==> src/pkg/shift_store_defs.svh <==
`ifndef SHIFT_STORE_DEFS_SVH
`define SHIFT_STORE_DEFS_SVH

// ----------------------------------------
// Opcode bytes; single shift groups as opcode[7:1]
// ----------------------------------------
`define OPC_ESCAPE        8'h0F
`define OPC_SETB_NEG      8'h98
`define OPC_TABLE_GRP     8'h01
`define OPC_LOCAL_GRP     8'h00
`define OPC_SHIFT_LEFT_DOUBLE_IMM      8'hA4
`define OPC_SHIFT_LEFT_DOUBLE_CNT      8'hA5
`define OPC_SHIFT_RIGHT_DOUBLE_IMM      8'hAC
`define OPC_SHIFT_RIGHT_DOUBLE_CNT      8'hAD
`define OPC_SHIFT_ONE     7'h68
`define OPC_SHIFT_CNT     7'h69
`define OPC_SHIFT_IMM     7'h60

// ----------------------------------------
// ModR/M register field codes
// ----------------------------------------
`define REG_GLOBAL        3'h0
`define REG_INTR          3'h1
`define REG_MSTATUS       3'h4
`define REG_SETB          3'h0
`define REG_LOCAL         3'h0
`define REG_SHL           3'h4
`define REG_SHR           3'h5

// ----------------------------------------
// Clock counts: register / cache hit / miss
// ----------------------------------------
`define CLK_SETB_REG      3'h2
`define CLK_SETB_HIT      3'h2
`define CLK_SETB_MISS     3'h2
`define CLK_TABLE         3'h6
`define CLK_STORE_REG     3'h1
`define CLK_STORE_HIT     3'h2
`define CLK_STORE_MISS    3'h2
`define CLK_SH1_REG       3'h2
`define CLK_SH1_HIT       3'h4
`define CLK_SH1_MISS      3'h6
`define CLK_SHC_REG       3'h3
`define CLK_SHC_HIT       3'h5
`define CLK_SHC_MISS      3'h7
`define CLK_SHR_IMM_MISS_R 3'h5
`define CLK_DBL_REG       3'h1
`define CLK_DBL_HIT       3'h3
`define CLK_DBL_MISS      3'h5

// ----------------------------------------
// Lengths and masks
// ----------------------------------------
`define LEN_DISP8         3'h1
`define LEN_DISP16        3'h2
`define LEN_DISP32        3'h4
`define CNT_MASK          5'h1F
`define MOD_REGISTER      2'h3

`endif

==> src/pkg/shift_store_pkg.sv <==
`default_nettype none
package shift_store_pkg;

   // Decoded operation
   typedef enum logic [3:0] {
      OP_NONE,
      OP_SET_BYTE_ON_NEGATIVE,
      OP_STORE_GLOBAL_TABLE_REG,
      OP_STORE_INTERRUPT_TABLE_REG,
      OP_STORE_LOCAL_TABLE_REG,
      OP_STORE_MACHINE_STATUS,
      OP_SHIFT_LEFT_LOGICAL,
      OP_SHIFT_RIGHT_LOGICAL,
      OP_SHIFT_LEFT_DOUBLE,
      OP_SHIFT_RIGHT_DOUBLE
   } op_t;

   // Where a shift count comes from
   typedef enum logic [1:0] {
      CNT_NONE,
      CNT_ONE,
      CNT_COUNT_LOW_REGISTER,
      CNT_IMMEDIATE
   } count_src_t;

   // Flags written by the instruction (1 = modified)
   typedef struct packed {
      logic overflow_flag;
      logic sign_flag;
      logic zero_flag;
      logic aux_carry_flag;
      logic parity_flag;
      logic carry_flag;
   } flag_mask_t;

   // Instruction bytes as seen by the decoder
   typedef struct packed {
      logic       valid;
      logic       escape;      // First byte was the two-byte escape
      logic [7:0] opcode;
      logic [7:0] modrm;
      logic [7:0] sib;
      logic [7:0] imm;
      logic       addr32;      // 32-bit addressing form
      logic       prot_mode;
      logic       cache_miss;
      logic [7:0] count_low;   // Value of the count register
   } insn_in_t;

   // Decode result
   typedef struct packed {
      logic       valid;
      logic       illegal;
      op_t        op;
      count_src_t count_src;
      logic [4:0] shift_count;
      logic       wide;
      flag_mask_t flags;
      logic [2:0] clocks;
      logic [3:0] length;
   } decode_out_t;

endpackage
`default_nettype wire

==> src/core/shift_store_insn_decode.sv <==
`timescale 1ns/1ps
`default_nettype none
`include "shift_store_defs.svh"

module shift_store_insn_decode (
   // Clock and reset
   input  wire logic                        i_core_clk,
   input  wire logic                        i_rst_n,
   // Instruction in
   input  wire shift_store_pkg::insn_in_t   i_insn,
   // Decode result out
   output logic                             o_valid,
   output shift_store_pkg::decode_out_t     o_result
);
   import shift_store_pkg::*;

   // ----------------------------------------
   // Field extraction
   // ----------------------------------------
   logic [1:0] mod_f;
   logic [2:0] reg_f;
   logic [2:0] rm_f;
   logic       is_reg;
   logic       w_bit;

   assign mod_f  = i_insn.modrm[7:6];
   assign reg_f  = i_insn.modrm[5:3];
   assign rm_f   = i_insn.modrm[2:0];
   assign is_reg = (mod_f == `MOD_REGISTER);
   assign w_bit  = i_insn.opcode[0];

   // ----------------------------------------
   // Operation decode
   // ----------------------------------------
   op_t        op_d;
   count_src_t src_d;
   logic       illegal_d;

   // Unknown encodings flag illegal so the front end can trap
   always_comb begin
      op_d      = OP_NONE;
      src_d     = CNT_NONE;
      illegal_d = 1'b0;
      if (i_insn.escape) begin
         case (i_insn.opcode)
            `OPC_SETB_NEG: begin
               if (reg_f == `REG_SETB) op_d = OP_SET_BYTE_ON_NEGATIVE;
            end
            `OPC_TABLE_GRP: begin
               case (reg_f)
                  `REG_GLOBAL:  op_d = OP_STORE_GLOBAL_TABLE_REG;
                  `REG_INTR:    op_d = OP_STORE_INTERRUPT_TABLE_REG;
                  `REG_MSTATUS: op_d = OP_STORE_MACHINE_STATUS;
                  default:      op_d = OP_NONE;
               endcase
            end
            `OPC_LOCAL_GRP: begin
               // Only timed in protected mode; real mode treats it as illegal
               if (reg_f == `REG_LOCAL && i_insn.prot_mode) op_d = OP_STORE_LOCAL_TABLE_REG;
            end
            `OPC_SHIFT_LEFT_DOUBLE_IMM: begin
               op_d  = OP_SHIFT_LEFT_DOUBLE;
               src_d = CNT_IMMEDIATE;
            end
            `OPC_SHIFT_LEFT_DOUBLE_CNT: begin
               op_d  = OP_SHIFT_LEFT_DOUBLE;
               src_d = CNT_COUNT_LOW_REGISTER;
            end
            `OPC_SHIFT_RIGHT_DOUBLE_IMM: begin
               op_d  = OP_SHIFT_RIGHT_DOUBLE;
               src_d = CNT_IMMEDIATE;
            end
            `OPC_SHIFT_RIGHT_DOUBLE_CNT: begin
               op_d  = OP_SHIFT_RIGHT_DOUBLE;
               src_d = CNT_COUNT_LOW_REGISTER;
            end
            default: op_d = OP_NONE;
         endcase
      end else begin
         case (i_insn.opcode[7:1])
            `OPC_SHIFT_ONE: src_d = CNT_ONE;
            `OPC_SHIFT_CNT: src_d = CNT_COUNT_LOW_REGISTER;
            `OPC_SHIFT_IMM: src_d = CNT_IMMEDIATE;
            default:        src_d = CNT_NONE;
         endcase
         if (src_d != CNT_NONE) begin
            case (reg_f)
               `REG_SHL: op_d = OP_SHIFT_LEFT_LOGICAL;
               `REG_SHR: op_d = OP_SHIFT_RIGHT_LOGICAL;
               default:  op_d = OP_NONE;
            endcase
         end
         if (op_d == OP_NONE) src_d = CNT_NONE;
      end
      illegal_d = (op_d == OP_NONE);
   end

   // ----------------------------------------
   // Clock count
   // ----------------------------------------
   logic [2:0] clocks_d;

   // Pick register, hit or miss column of a triple
   function automatic logic [2:0] pick(input logic [2:0] r, input logic [2:0] h,
                                       input logic [2:0] m, input logic reg_op, input logic miss);
      if (reg_op)    return r;
      else if (miss) return m;
      else           return h;
   endfunction

   always_comb begin
      clocks_d = 3'h0;
      case (op_d)
         OP_SET_BYTE_ON_NEGATIVE:
            clocks_d = pick(`CLK_SETB_REG, `CLK_SETB_HIT, `CLK_SETB_MISS, is_reg, i_insn.cache_miss);
         OP_STORE_GLOBAL_TABLE_REG, OP_STORE_INTERRUPT_TABLE_REG:
            clocks_d = `CLK_TABLE;
         OP_STORE_LOCAL_TABLE_REG, OP_STORE_MACHINE_STATUS:
            clocks_d = pick(`CLK_STORE_REG, `CLK_STORE_HIT, `CLK_STORE_MISS,
                            is_reg, i_insn.cache_miss);
         OP_SHIFT_LEFT_LOGICAL, OP_SHIFT_RIGHT_LOGICAL: begin
            if (src_d == CNT_COUNT_LOW_REGISTER)
               clocks_d = pick(`CLK_SHC_REG, `CLK_SHC_HIT, `CLK_SHC_MISS, is_reg, i_insn.cache_miss);
            else
               clocks_d = pick(`CLK_SH1_REG, `CLK_SH1_HIT, `CLK_SH1_MISS, is_reg, i_insn.cache_miss);
            // Right shift by immediate misses one clock faster in real mode
            if (op_d == OP_SHIFT_RIGHT_LOGICAL && src_d == CNT_IMMEDIATE && !is_reg
                && i_insn.cache_miss && !i_insn.prot_mode)
               clocks_d = `CLK_SHR_IMM_MISS_R;
         end
         OP_SHIFT_LEFT_DOUBLE, OP_SHIFT_RIGHT_DOUBLE: begin
            if (src_d == CNT_COUNT_LOW_REGISTER)
               clocks_d = pick(`CLK_SHC_REG, `CLK_SHC_HIT, `CLK_SHC_MISS, is_reg, i_insn.cache_miss);
            else
               clocks_d = pick(`CLK_DBL_REG, `CLK_DBL_HIT, `CLK_DBL_MISS, is_reg, i_insn.cache_miss);
         end
         default: clocks_d = 3'h0;
      endcase
   end

   // ----------------------------------------
   // Length: opcode, ModR/M, SIB, displacement, immediate
   // ----------------------------------------
   logic [3:0] len_d;
   logic [2:0] disp_d;
   logic       sib_d;

   always_comb begin
      disp_d = 3'h0;
      sib_d  = 1'b0;
      if (!is_reg) begin
         if (i_insn.addr32) begin
            sib_d = (rm_f == 3'h4);
            if (mod_f == 2'h1)      disp_d = `LEN_DISP8;
            else if (mod_f == 2'h2) disp_d = `LEN_DISP32;
            else if (rm_f == 3'h5 || (sib_d && i_insn.sib[2:0] == 3'h5))
               disp_d = `LEN_DISP32;
         end else begin
            if (mod_f == 2'h1)      disp_d = `LEN_DISP8;
            else if (mod_f == 2'h2) disp_d = `LEN_DISP16;
            else if (rm_f == 3'h6)  disp_d = `LEN_DISP16;
         end
      end
      // Immediate byte sits after any displacement
      len_d = 4'h2 + {3'h0, i_insn.escape} + {3'h0, sib_d} + {1'b0, disp_d}
              + {3'h0, (src_d == CNT_IMMEDIATE)};
   end

   // ----------------------------------------
   // Flags and shift count
   // ----------------------------------------
   flag_mask_t flags_d;
   logic [4:0] count_d;

   always_comb begin
      flags_d = '0;
      // Set-byte and stores leave every flag alone
      if (op_d == OP_SHIFT_LEFT_LOGICAL || op_d == OP_SHIFT_RIGHT_LOGICAL
          || op_d == OP_SHIFT_LEFT_DOUBLE || op_d == OP_SHIFT_RIGHT_DOUBLE)
         flags_d = '{overflow_flag: 1'b1, sign_flag: 1'b1, zero_flag: 1'b1,
                     aux_carry_flag: 1'b0, parity_flag: 1'b1, carry_flag: 1'b1};
      // Masking keeps large counts from stalling the shifter
      case (src_d)
         CNT_ONE:                count_d = 5'h01;
         CNT_COUNT_LOW_REGISTER: count_d = i_insn.count_low[4:0] & `CNT_MASK;
         CNT_IMMEDIATE:          count_d = i_insn.imm[4:0] & `CNT_MASK;
         default:                count_d = 5'h00;
      endcase
   end

   // ----------------------------------------
   // Output registers
   // ----------------------------------------
   always_ff @(posedge i_core_clk or negedge i_rst_n) begin
      if (!i_rst_n) begin
         o_valid  <= 1'b0;
         o_result <= '0;
      end else begin
         o_valid              <= i_insn.valid;
         o_result.valid       <= i_insn.valid;
         o_result.illegal     <= i_insn.valid & illegal_d;
         o_result.op          <= op_d;
         o_result.count_src   <= src_d;
         o_result.shift_count <= count_d;
         // Set-byte is always a byte op; stores ignore w
         o_result.wide        <= i_insn.escape ? 1'b0 : w_bit;
         o_result.flags       <= flags_d;
         o_result.clocks      <= clocks_d;
         o_result.length      <= len_d;
      end
   end

endmodule
`default_nettype wire

==> config.mk <==
export PLATFORM = sky130hd
export DESIGN_NAME = shift_store_insn_decode
export DESIGN_NICKNAME = d
export VERILOG_FILES = /design/src/pkg/shift_store_pkg.sv /design/src/core/shift_store_insn_decode.sv
export VERILOG_INCLUDE_DIRS = /design/src /design/src/pkg
export SDC_FILE = /design/constraint.sdc
export NUM_CORES = 1
export LEC_CHECK = 0
export ABC_AREA = 1
export BUFFER_PORTS_ARGS = -buffer_cell sky130_fd_sc_hd__buf_2
export CORE_MARGIN = 1
export CORE_UTILIZATION = 45
export DETAILED_ROUTE_END_ITERATION = 10
export HOLD_SLACK_MARGIN = 0.05
export PLACE_DENSITY = 0.89
export SLEW_MARGIN = 20
export SYNTH_ARGS = -nofsm -noshare
export SYNTH_HDL_FRONTEND = slang
export SYNTH_SLANG_ARGS = --single-unit
==> constraint.sdc <==
create_clock -name i_core_clk -period 1 [get_ports i_core_clk]
set_input_delay 0 -clock i_core_clk [delete_from_list [all_inputs] [get_ports i_core_clk]]
set_output_delay 0 -clock i_core_clk [all_outputs]
set_load 0.03 [all_outputs]
### After elaboration in Yosys (flattened, before gate mapping)

Cells that the tools add are included.

| operators by class | value |
|---|---|
| $add $sub $neg | 4 |
| multiply operators | 0 |
| div/mod/pow operators | 0 |
| magnitude comparators | 0 |
| eq/ne operators | 31 |
| shift operators | 0 |
| multiplexer cells | 37 |
| bitwise gates (word level) | 1 |
| reductions and logical operators | 25 |

Operators by type and width:

| operator | count |
|---|---|
| two-way mux 3 bit | 14 |
| == test 8 bit, second input constant | 5 |
| == test 7 bit, second input constant | 3 |
| one-hot mux 4 bit (5 select lines) | 1 |
| == test 3 bit, second input constant | 6 |
| two-way mux 2 bit | 9 |
| == test 4 x 3 -> 1 bit, second input constant | 4 |
| OR reduction 2 bit | 8 |
| one-hot mux 3 bit (5 select lines) | 1 |
| one-hot mux 5 bit (3 select lines) | 1 |
| one-hot mux 3 bit (3 select lines) | 1 |
| == test 2 bit, second input constant | 4 |
| == test 4 x 2 -> 1 bit, second input constant | 2 |
| == test 4 bit, second input constant | 2 |
| == test 8 x 1 -> 1 bit, second input constant | 1 |
| zero test 4 bit | 2 |
| zero test 8 bit | 1 |
| two-way mux 4 bit | 2 |
| logical AND 1 bit | 6 |
| two-way mux 6 bit | 1 |
| one-hot mux 2 bit (3 select lines) | 1 |
| one-hot mux 3 bit (2 select lines) | 1 |
| adder 3 x 1 -> 4 bit | 1 |
| adder 4 x 1 -> 4 bit | 1 |
| other kinds (12) | 20 |

| storage, ports and cells | value |
|---|---|
| flip-flop bits (word level) | 27 |
| bits in latches | 0 |
| bits in writable memories | 0 |
| memory bits (read-only) | 0 |
| word-level logic and storage cells | 112 |
| memories | 0 |

### Longest topological paths before layout

| depth | value |
|---|---|
| depth after elaboration | 16 |
| gate-level depth with buffers | 14 |
| mapped depth without buffers | 14 |

### Worst setup path before layout

OpenSTA, ideal clock, no wires.

| path | value |
|---|---|
| path type | input -> register |
| start | in i_insn[43] (netlist bit) |
| end | reg o_result[1] (netlist bit) |
| library setup time | 0.064 ns |
| data arrival time | 1.947 ns |
| required time | 0.936 ns |
| path slack | -1.011 ns |
| cell stages on the path | 12 |
| buffers on the path | 1 |
| cell sequence | buf_2 -> nand3b_4 -> nor2_4 -> nand3_2 -> nand2_4 -> nand2_4 -> inv_2 -> fa_1 -> ha_1 -> inv_1 -> fa_1 -> inv_1 |

| between the ends | value |
|---|---|
| elaborated cells on any way between the ends | 6 |
| classes of those cells | add/sub (4); eq/ne (1); mux (1) |

RTL lines:

| what | line | text |
|---|---|---|
| from (decl) | shift_store_insn_decode.sv:10 | `input wire shift_store_pkg::insn_in_t i_insn,` |
| two-way mux 2 bit | shift_store_insn_decode.sv:44 | `if (i_insn.escape) begin` |
| named net src_d[1] | shift_store_insn_decode.sv:36 | `count_src_t src_d;` |
| == test 2 bit | shift_store_insn_decode.sv:166 | `+ {3'h0, (src_d == CNT_IMMEDIATE)};` |
| adder 4 x 1 -> 4 bit | shift_store_insn_decode.sv:166 |  |
| named net len_d[1] | shift_store_insn_decode.sv:144 | `logic [3:0] len_d;` |
| to (decl) | shift_store_insn_decode.sv:13 | `output shift_store_pkg::decode_out_t o_result` |

The timed path passes the listed nets, and every way through them passes these cells.

### Worst setup path in the final report

| path | value |
|---|---|
| start | in i_insn[36] (netlist bit) |
| end | reg o_result[1] (netlist bit) |

| between the ends | value |
|---|---|
| longest elaborated chain between the ends | 11 |
| elaborated cells on any way between the ends | 20 |
| classes of those cells | add/sub (1); eq/ne (8); mux (7); reduce/logical (4) |

RTL lines:

| what | line | text |
|---|---|---|
| == test 7 bit | shift_store_insn_decode.sv:80 | `case (i_insn.opcode[7:1])` |
| one-hot mux 2 bit (3 select lines) | shift_store_insn_decode.sv:80 |  |
| two-way mux 2 bit | shift_store_insn_decode.sv:44 |  |
| nonzero test 2 bit | shift_store_insn_decode.sv:86 | `if (src_d != CNT_NONE) begin` |
| two-way mux 3 bit | shift_store_insn_decode.sv:86 |  |
| two-way mux 4 bit | shift_store_insn_decode.sv:44 |  |
| zero test 4 bit | shift_store_insn_decode.sv:93 | `if (op_d == OP_NONE) src_d = CNT_NONE;` |
| two-way mux 2 bit | shift_store_insn_decode.sv:93 |  |
| two-way mux 2 bit * | shift_store_insn_decode.sv:44 |  |
| named net src_d[0] | shift_store_insn_decode.sv:36 |  |
| == test 2 bit * | shift_store_insn_decode.sv:166 |  |
| adder 4 x 1 -> 4 bit * | shift_store_insn_decode.sv:166 |  |
| named net len_d[1] | shift_store_insn_decode.sv:144 |  |

Mark *: on every way through the listed nets, which the timed path passes. The rest lies on a longest branch. The select of a mux whose other input is x is not followed.

==> impl_summary.log <==
[metrics] clock network power share: approximately 20%
[metrics] max capacitance violation total: 0
[metrics] delay contributed by the slowest stage of the critical path: 0.45 ns
[metrics] pre-CTS worst setup slack: -1.09 ns
[metrics] Initial DRC Count: 57
[metrics] maximum number of pins on one net before global-route repair: 23
[metrics] critical path's most frequent cell: sky130_fd_sc_hd__nand2_4
[metrics] TritonCTS clock tree: yes
[metrics] diodes inserted: 0
[metrics] number of search-and-repair iterations in the first detailed-routing pass: 4
[metrics] Inserted Clock Buffers: 3
[metrics] top cell type's share of synthesized area: 37.5%
[metrics] combinational share of power: between 20% and 30%
[metrics] data arrival time of the worst path: 1.91 ns
[metrics] weighted congestion at the end of routability-driven global placement: just under 1
[metrics] final instance count without filler cells: roughly 340
[metrics] startpoint class of the critical path: primary input
[metrics] maximum root-to-sink buffer count: 2
[metrics] number of global-route vias before repair: 1526
[metrics] post-layout worst setup margin: -0.665 ns
[metrics] Global Route Usage Sum: 26.0%
[metrics] number of standard cells after synthesis: 194
[metrics] post-synthesis average cell area: 7.57 sq um
[metrics] Sw Pwr: around 0.00052 W
[metrics] height of the chip: between 50 and 60 um
[metrics] pwr/cell area: around 780 nW/um^2
[metrics] CTS sink cnt: 22
[metrics] Worst path slowest cell: sky130_fd_sc_hd__fa_1
[metrics] Die X: approximately 60 um
[metrics] net total in the final layout: between 300 and 400
[metrics] clock slew seen by the registers of the worst setup and hold paths: 0.11 ns
[metrics] antenna violations before repair: 0
[metrics] Mapped Area: ~1500 sq um
[metrics] minimum period implied by the final worst setup slack: about 1.7 ns
[metrics] internal power contribution: ~0.0013 W
[metrics] unrepaired setup endpoints after global routing: yes
[metrics] Crit path required time: between 1 and 1.5 ns
[metrics] top area cells in the synthesized netlist: sky130_fd_sc_hd__dfrtp_1, sky130_fd_sc_hd__nand2_1, sky130_fd_sc_hd__nand3_1, sky130_fd_sc_hd__nor2_1, sky130_fd_sc_hd__inv_1
[metrics] detail-routed net length per standard cell: 11.3 um
[metrics] H-Tree Level Count: 1
[metrics] Cell Chain, Critical Path: buf_8, inv_4, nand2_4, nor2_4, nand3_4, inv_4, nand2_4, nand2_4, nand2_4, inv_4, fa_1, ha_4, inv_2, fa_2, inv_2
[metrics] class of the tightest hold or removal check: in -> reg
[metrics] signed area change from the synthesized netlist to the final layout: 58.0%
[metrics] mean number of vias per cell: about 4.6
[metrics] Fin Setup TNS: -2.13 ns
[metrics] count of boundary I/O pins: 75
[metrics] status: finished, violations left
[metrics] grt ovf: 0
[metrics] placeable core area: ~3100 sq um
[metrics] post-route worst hold slack: roughly 0.081 ns
[metrics] Netlist cell types: 29
[metrics] Yosys reg bits: 22
[metrics] DIE AREA: approximately 3500 sq um
[metrics] post-DP HPWL: between 2 and 3 mm
[metrics] Synth warnings: 0
[metrics] met1 WL: between 1.5 and 2 mm
[metrics] Pleak: about 1.4 nW
[metrics] DRC violations left: 0
[metrics] # setup viols final: 6
[metrics] CTS Root Cell: sky130_fd_sc_hd__clkbuf_4
[metrics] post-detailed-routing wire length: just under 4 mm
[metrics] post-layout instance area: 2320 sq um
[metrics] hold path depth: 5
[metrics] antenna-violating nets left: 0
[metrics] Worst Min Path Start: i_insn[8]
[metrics] PortBufs: 62
[metrics] portion of the post-synthesis area used by sequential elements: between 30% and 40%
[metrics] library cell occupying the most area in the post-synthesis netlist: sky130_fd_sc_hd__dfrtp_1
[metrics] Net Count, Synth: 246
[metrics] share of layout cells above drive strength 1: 44.3%
[metrics] max-slew violation count: 0
[metrics] number of flip-flops in the largest register: 22
[metrics] Met3 Routed Length: just over 200 um
[metrics] vias: around 1.6k
[metrics] Cell Rows: 20
[metrics] biggest registers after layout: o_result x22
[metrics] switching share of total power: about 29%
[metrics] Top Layer Used: met4
[metrics] violated checks: setup timing
[metrics] final hold vios: 0
[metrics] crit path kind: in -> reg
[metrics] length of routed met2 wiring: around 2 mm
[metrics] first-pass GRT wire length: between 6 and 7 mm
[metrics] initial core utilization: 47.7%
[metrics] area of placed instances: between 2000 and 2500 sq um
[metrics] placed insts: 321
[metrics] sequential group share of total power: between 50% and 60%
[metrics] Hold Crit Endpoint: o_result[6]
[metrics] Period Utilization, post-route: 167%
[metrics] fmax: between 600 and 700 MHz
[metrics] Worst Setup End Kind: flip-flop
[metrics] CP Max Fanout: 4
[metrics] maximum vdd drop: 0.397 mV
[metrics] Reg with most FFs: o_result
==> power by group through the flow <==
stage               Clock, W  Combinational, W  Sequential [W]
floorplan                  0          0.000166        0.000994
global placement           0          0.000422        0.000938
detailed placement         0          0.000431        0.000938
CTS                 0.000366          0.000512        0.000920
global route        0.000409          0.000577        0.000922
finish              0.000362          0.000529        0.000919
==> per-layer routing <==
metal | GRT usage [%] | vias to the layer above
met5 | 0 | -
met4 | 11.6 | 0
met3 | 1.53 | 10
met2 | 47.1 | 73
met1 | 31.5 | 698
li1 | - | 808
==> Yosys cell counts <==
master / instances
sky130_fd_sc_hd__fa_1: 2
sky130_fd_sc_hd__nand3b_4: 1
sky130_fd_sc_hd__o21ai_0: 2
sky130_fd_sc_hd__dfrtp_1: 22
sky130_fd_sc_hd__inv_2: 4
sky130_fd_sc_hd__nor3_2: 1
sky130_fd_sc_hd__o21ai_2: 1
sky130_fd_sc_hd__o21ai_1: 1
sky130_fd_sc_hd__nor2_2: 2
sky130_fd_sc_hd__inv_4: 2
sky130_fd_sc_hd__a21oi_1: 3
sky130_fd_sc_hd__nand3_4: 1
sky130_fd_sc_hd__buf_2: 1
sky130_fd_sc_hd__nor2_1: 30
sky130_fd_sc_hd__nand2_4: 5
sky130_fd_sc_hd__buf_4: 6
sky130_fd_sc_hd__nand4_1: 1
sky130_fd_sc_hd__and3b_1: 1
sky130_fd_sc_hd__nand3_2: 2
sky130_fd_sc_hd__a211oi_1: 1
sky130_fd_sc_hd__nor2_4: 3
sky130_fd_sc_hd__conb_1: 1
sky130_fd_sc_hd__nand2_1: 47
sky130_fd_sc_hd__nand3_1: 23
sky130_fd_sc_hd__nand2_2: 2
sky130_fd_sc_hd__xnor2_1: 2
sky130_fd_sc_hd__and3_1: 1
sky130_fd_sc_hd__ha_1: 3
sky130_fd_sc_hd__inv_1: 23
==> final cells by class <==
| type | count | area, sq um |
|---|---|---|
| clock buffer | 3 | 22.5 |
| fill | 239 | 759 |
| inverter | 29 | 119 |
| multi-input combinational | 136 | 802 |
| sequential | 22 | 551 |
| tap | 44 | 55.1 |
| timing repair buffer | 110 | 769 |
==> metrics by stage <==
stage | total power (W) | utilization (%)
global route | 0.00191 | 75.3
finish | 0.00181 | 75.3
global placement | 0.00136 | 65.6
floorplan | 0.00116 | -
detailed placement | 0.00137 | 65.6
CTS | 0.00180 | 74.8
==> critical path: cells and delay by family <==
kind / cells / cell delay, ns
fa+ha+maj: 3 / 1.06
buf+inv: 6 / 0.39
simple gates: 6 / 0.45
==> cell usage in the layout, fill, tap and decap left out, types with 5 or more instances in the layout <==
cell type                        n
sky130_fd_sc_hd__dfrtp_1        22
sky130_fd_sc_hd__inv_1          20
sky130_fd_sc_hd__nand2_1        45
sky130_fd_sc_hd__buf_6           7
sky130_fd_sc_hd__nor2_1         29
sky130_fd_sc_hd__inv_2           5
sky130_fd_sc_hd__nand2_4         7
sky130_fd_sc_hd__dlygate4sd3_1  14
sky130_fd_sc_hd__buf_4          32
sky130_fd_sc_hd__nand3_1        21
sky130_fd_sc_hd__buf_2          55
==> cells by family (layout without fill, tap and decap cells) <==
kind of cell | Yosys count | count (layout) | synth area share, %
AO/OA/AOI/OAI | 8 | 8 | 3.15
AND/OR/NAND/NOR | 120 | 120 | 41.4
flip-flops | 22 | 22 | 37.5
XOR/XNOR | 2 | 2 | 1.19
adder cells (fa/ha/maj) | 5 | 5 | 5.29
buffers and inverters | 36 | 142 | 11.2
other | 1 | 1 | 0.256
==> timing repair <==
action,4_1_cts,5_1_grt
setup buffers,6,2
hold buffers,14,0
gates cloned,0,0
hold endpoints to repair,31,0
gates resized for setup,21,6
setup endpoints to repair,4,12
pin swaps,12,7
==> worst max-delay path by stage <==
stage,start,to,depth (start not counted)
after CTS,i_insn[36],o_result[1],15
after global placement,i_insn[36],o_result[1],15
after detailed placement,i_insn[36],o_result[1],15
after global routing,i_insn[36],o_result[1],15
after floorplan,i_insn[43],o_result[1],12
final,i_insn[36],o_result[1],15
Note: power is estimated with default switching activity, not from simulation.
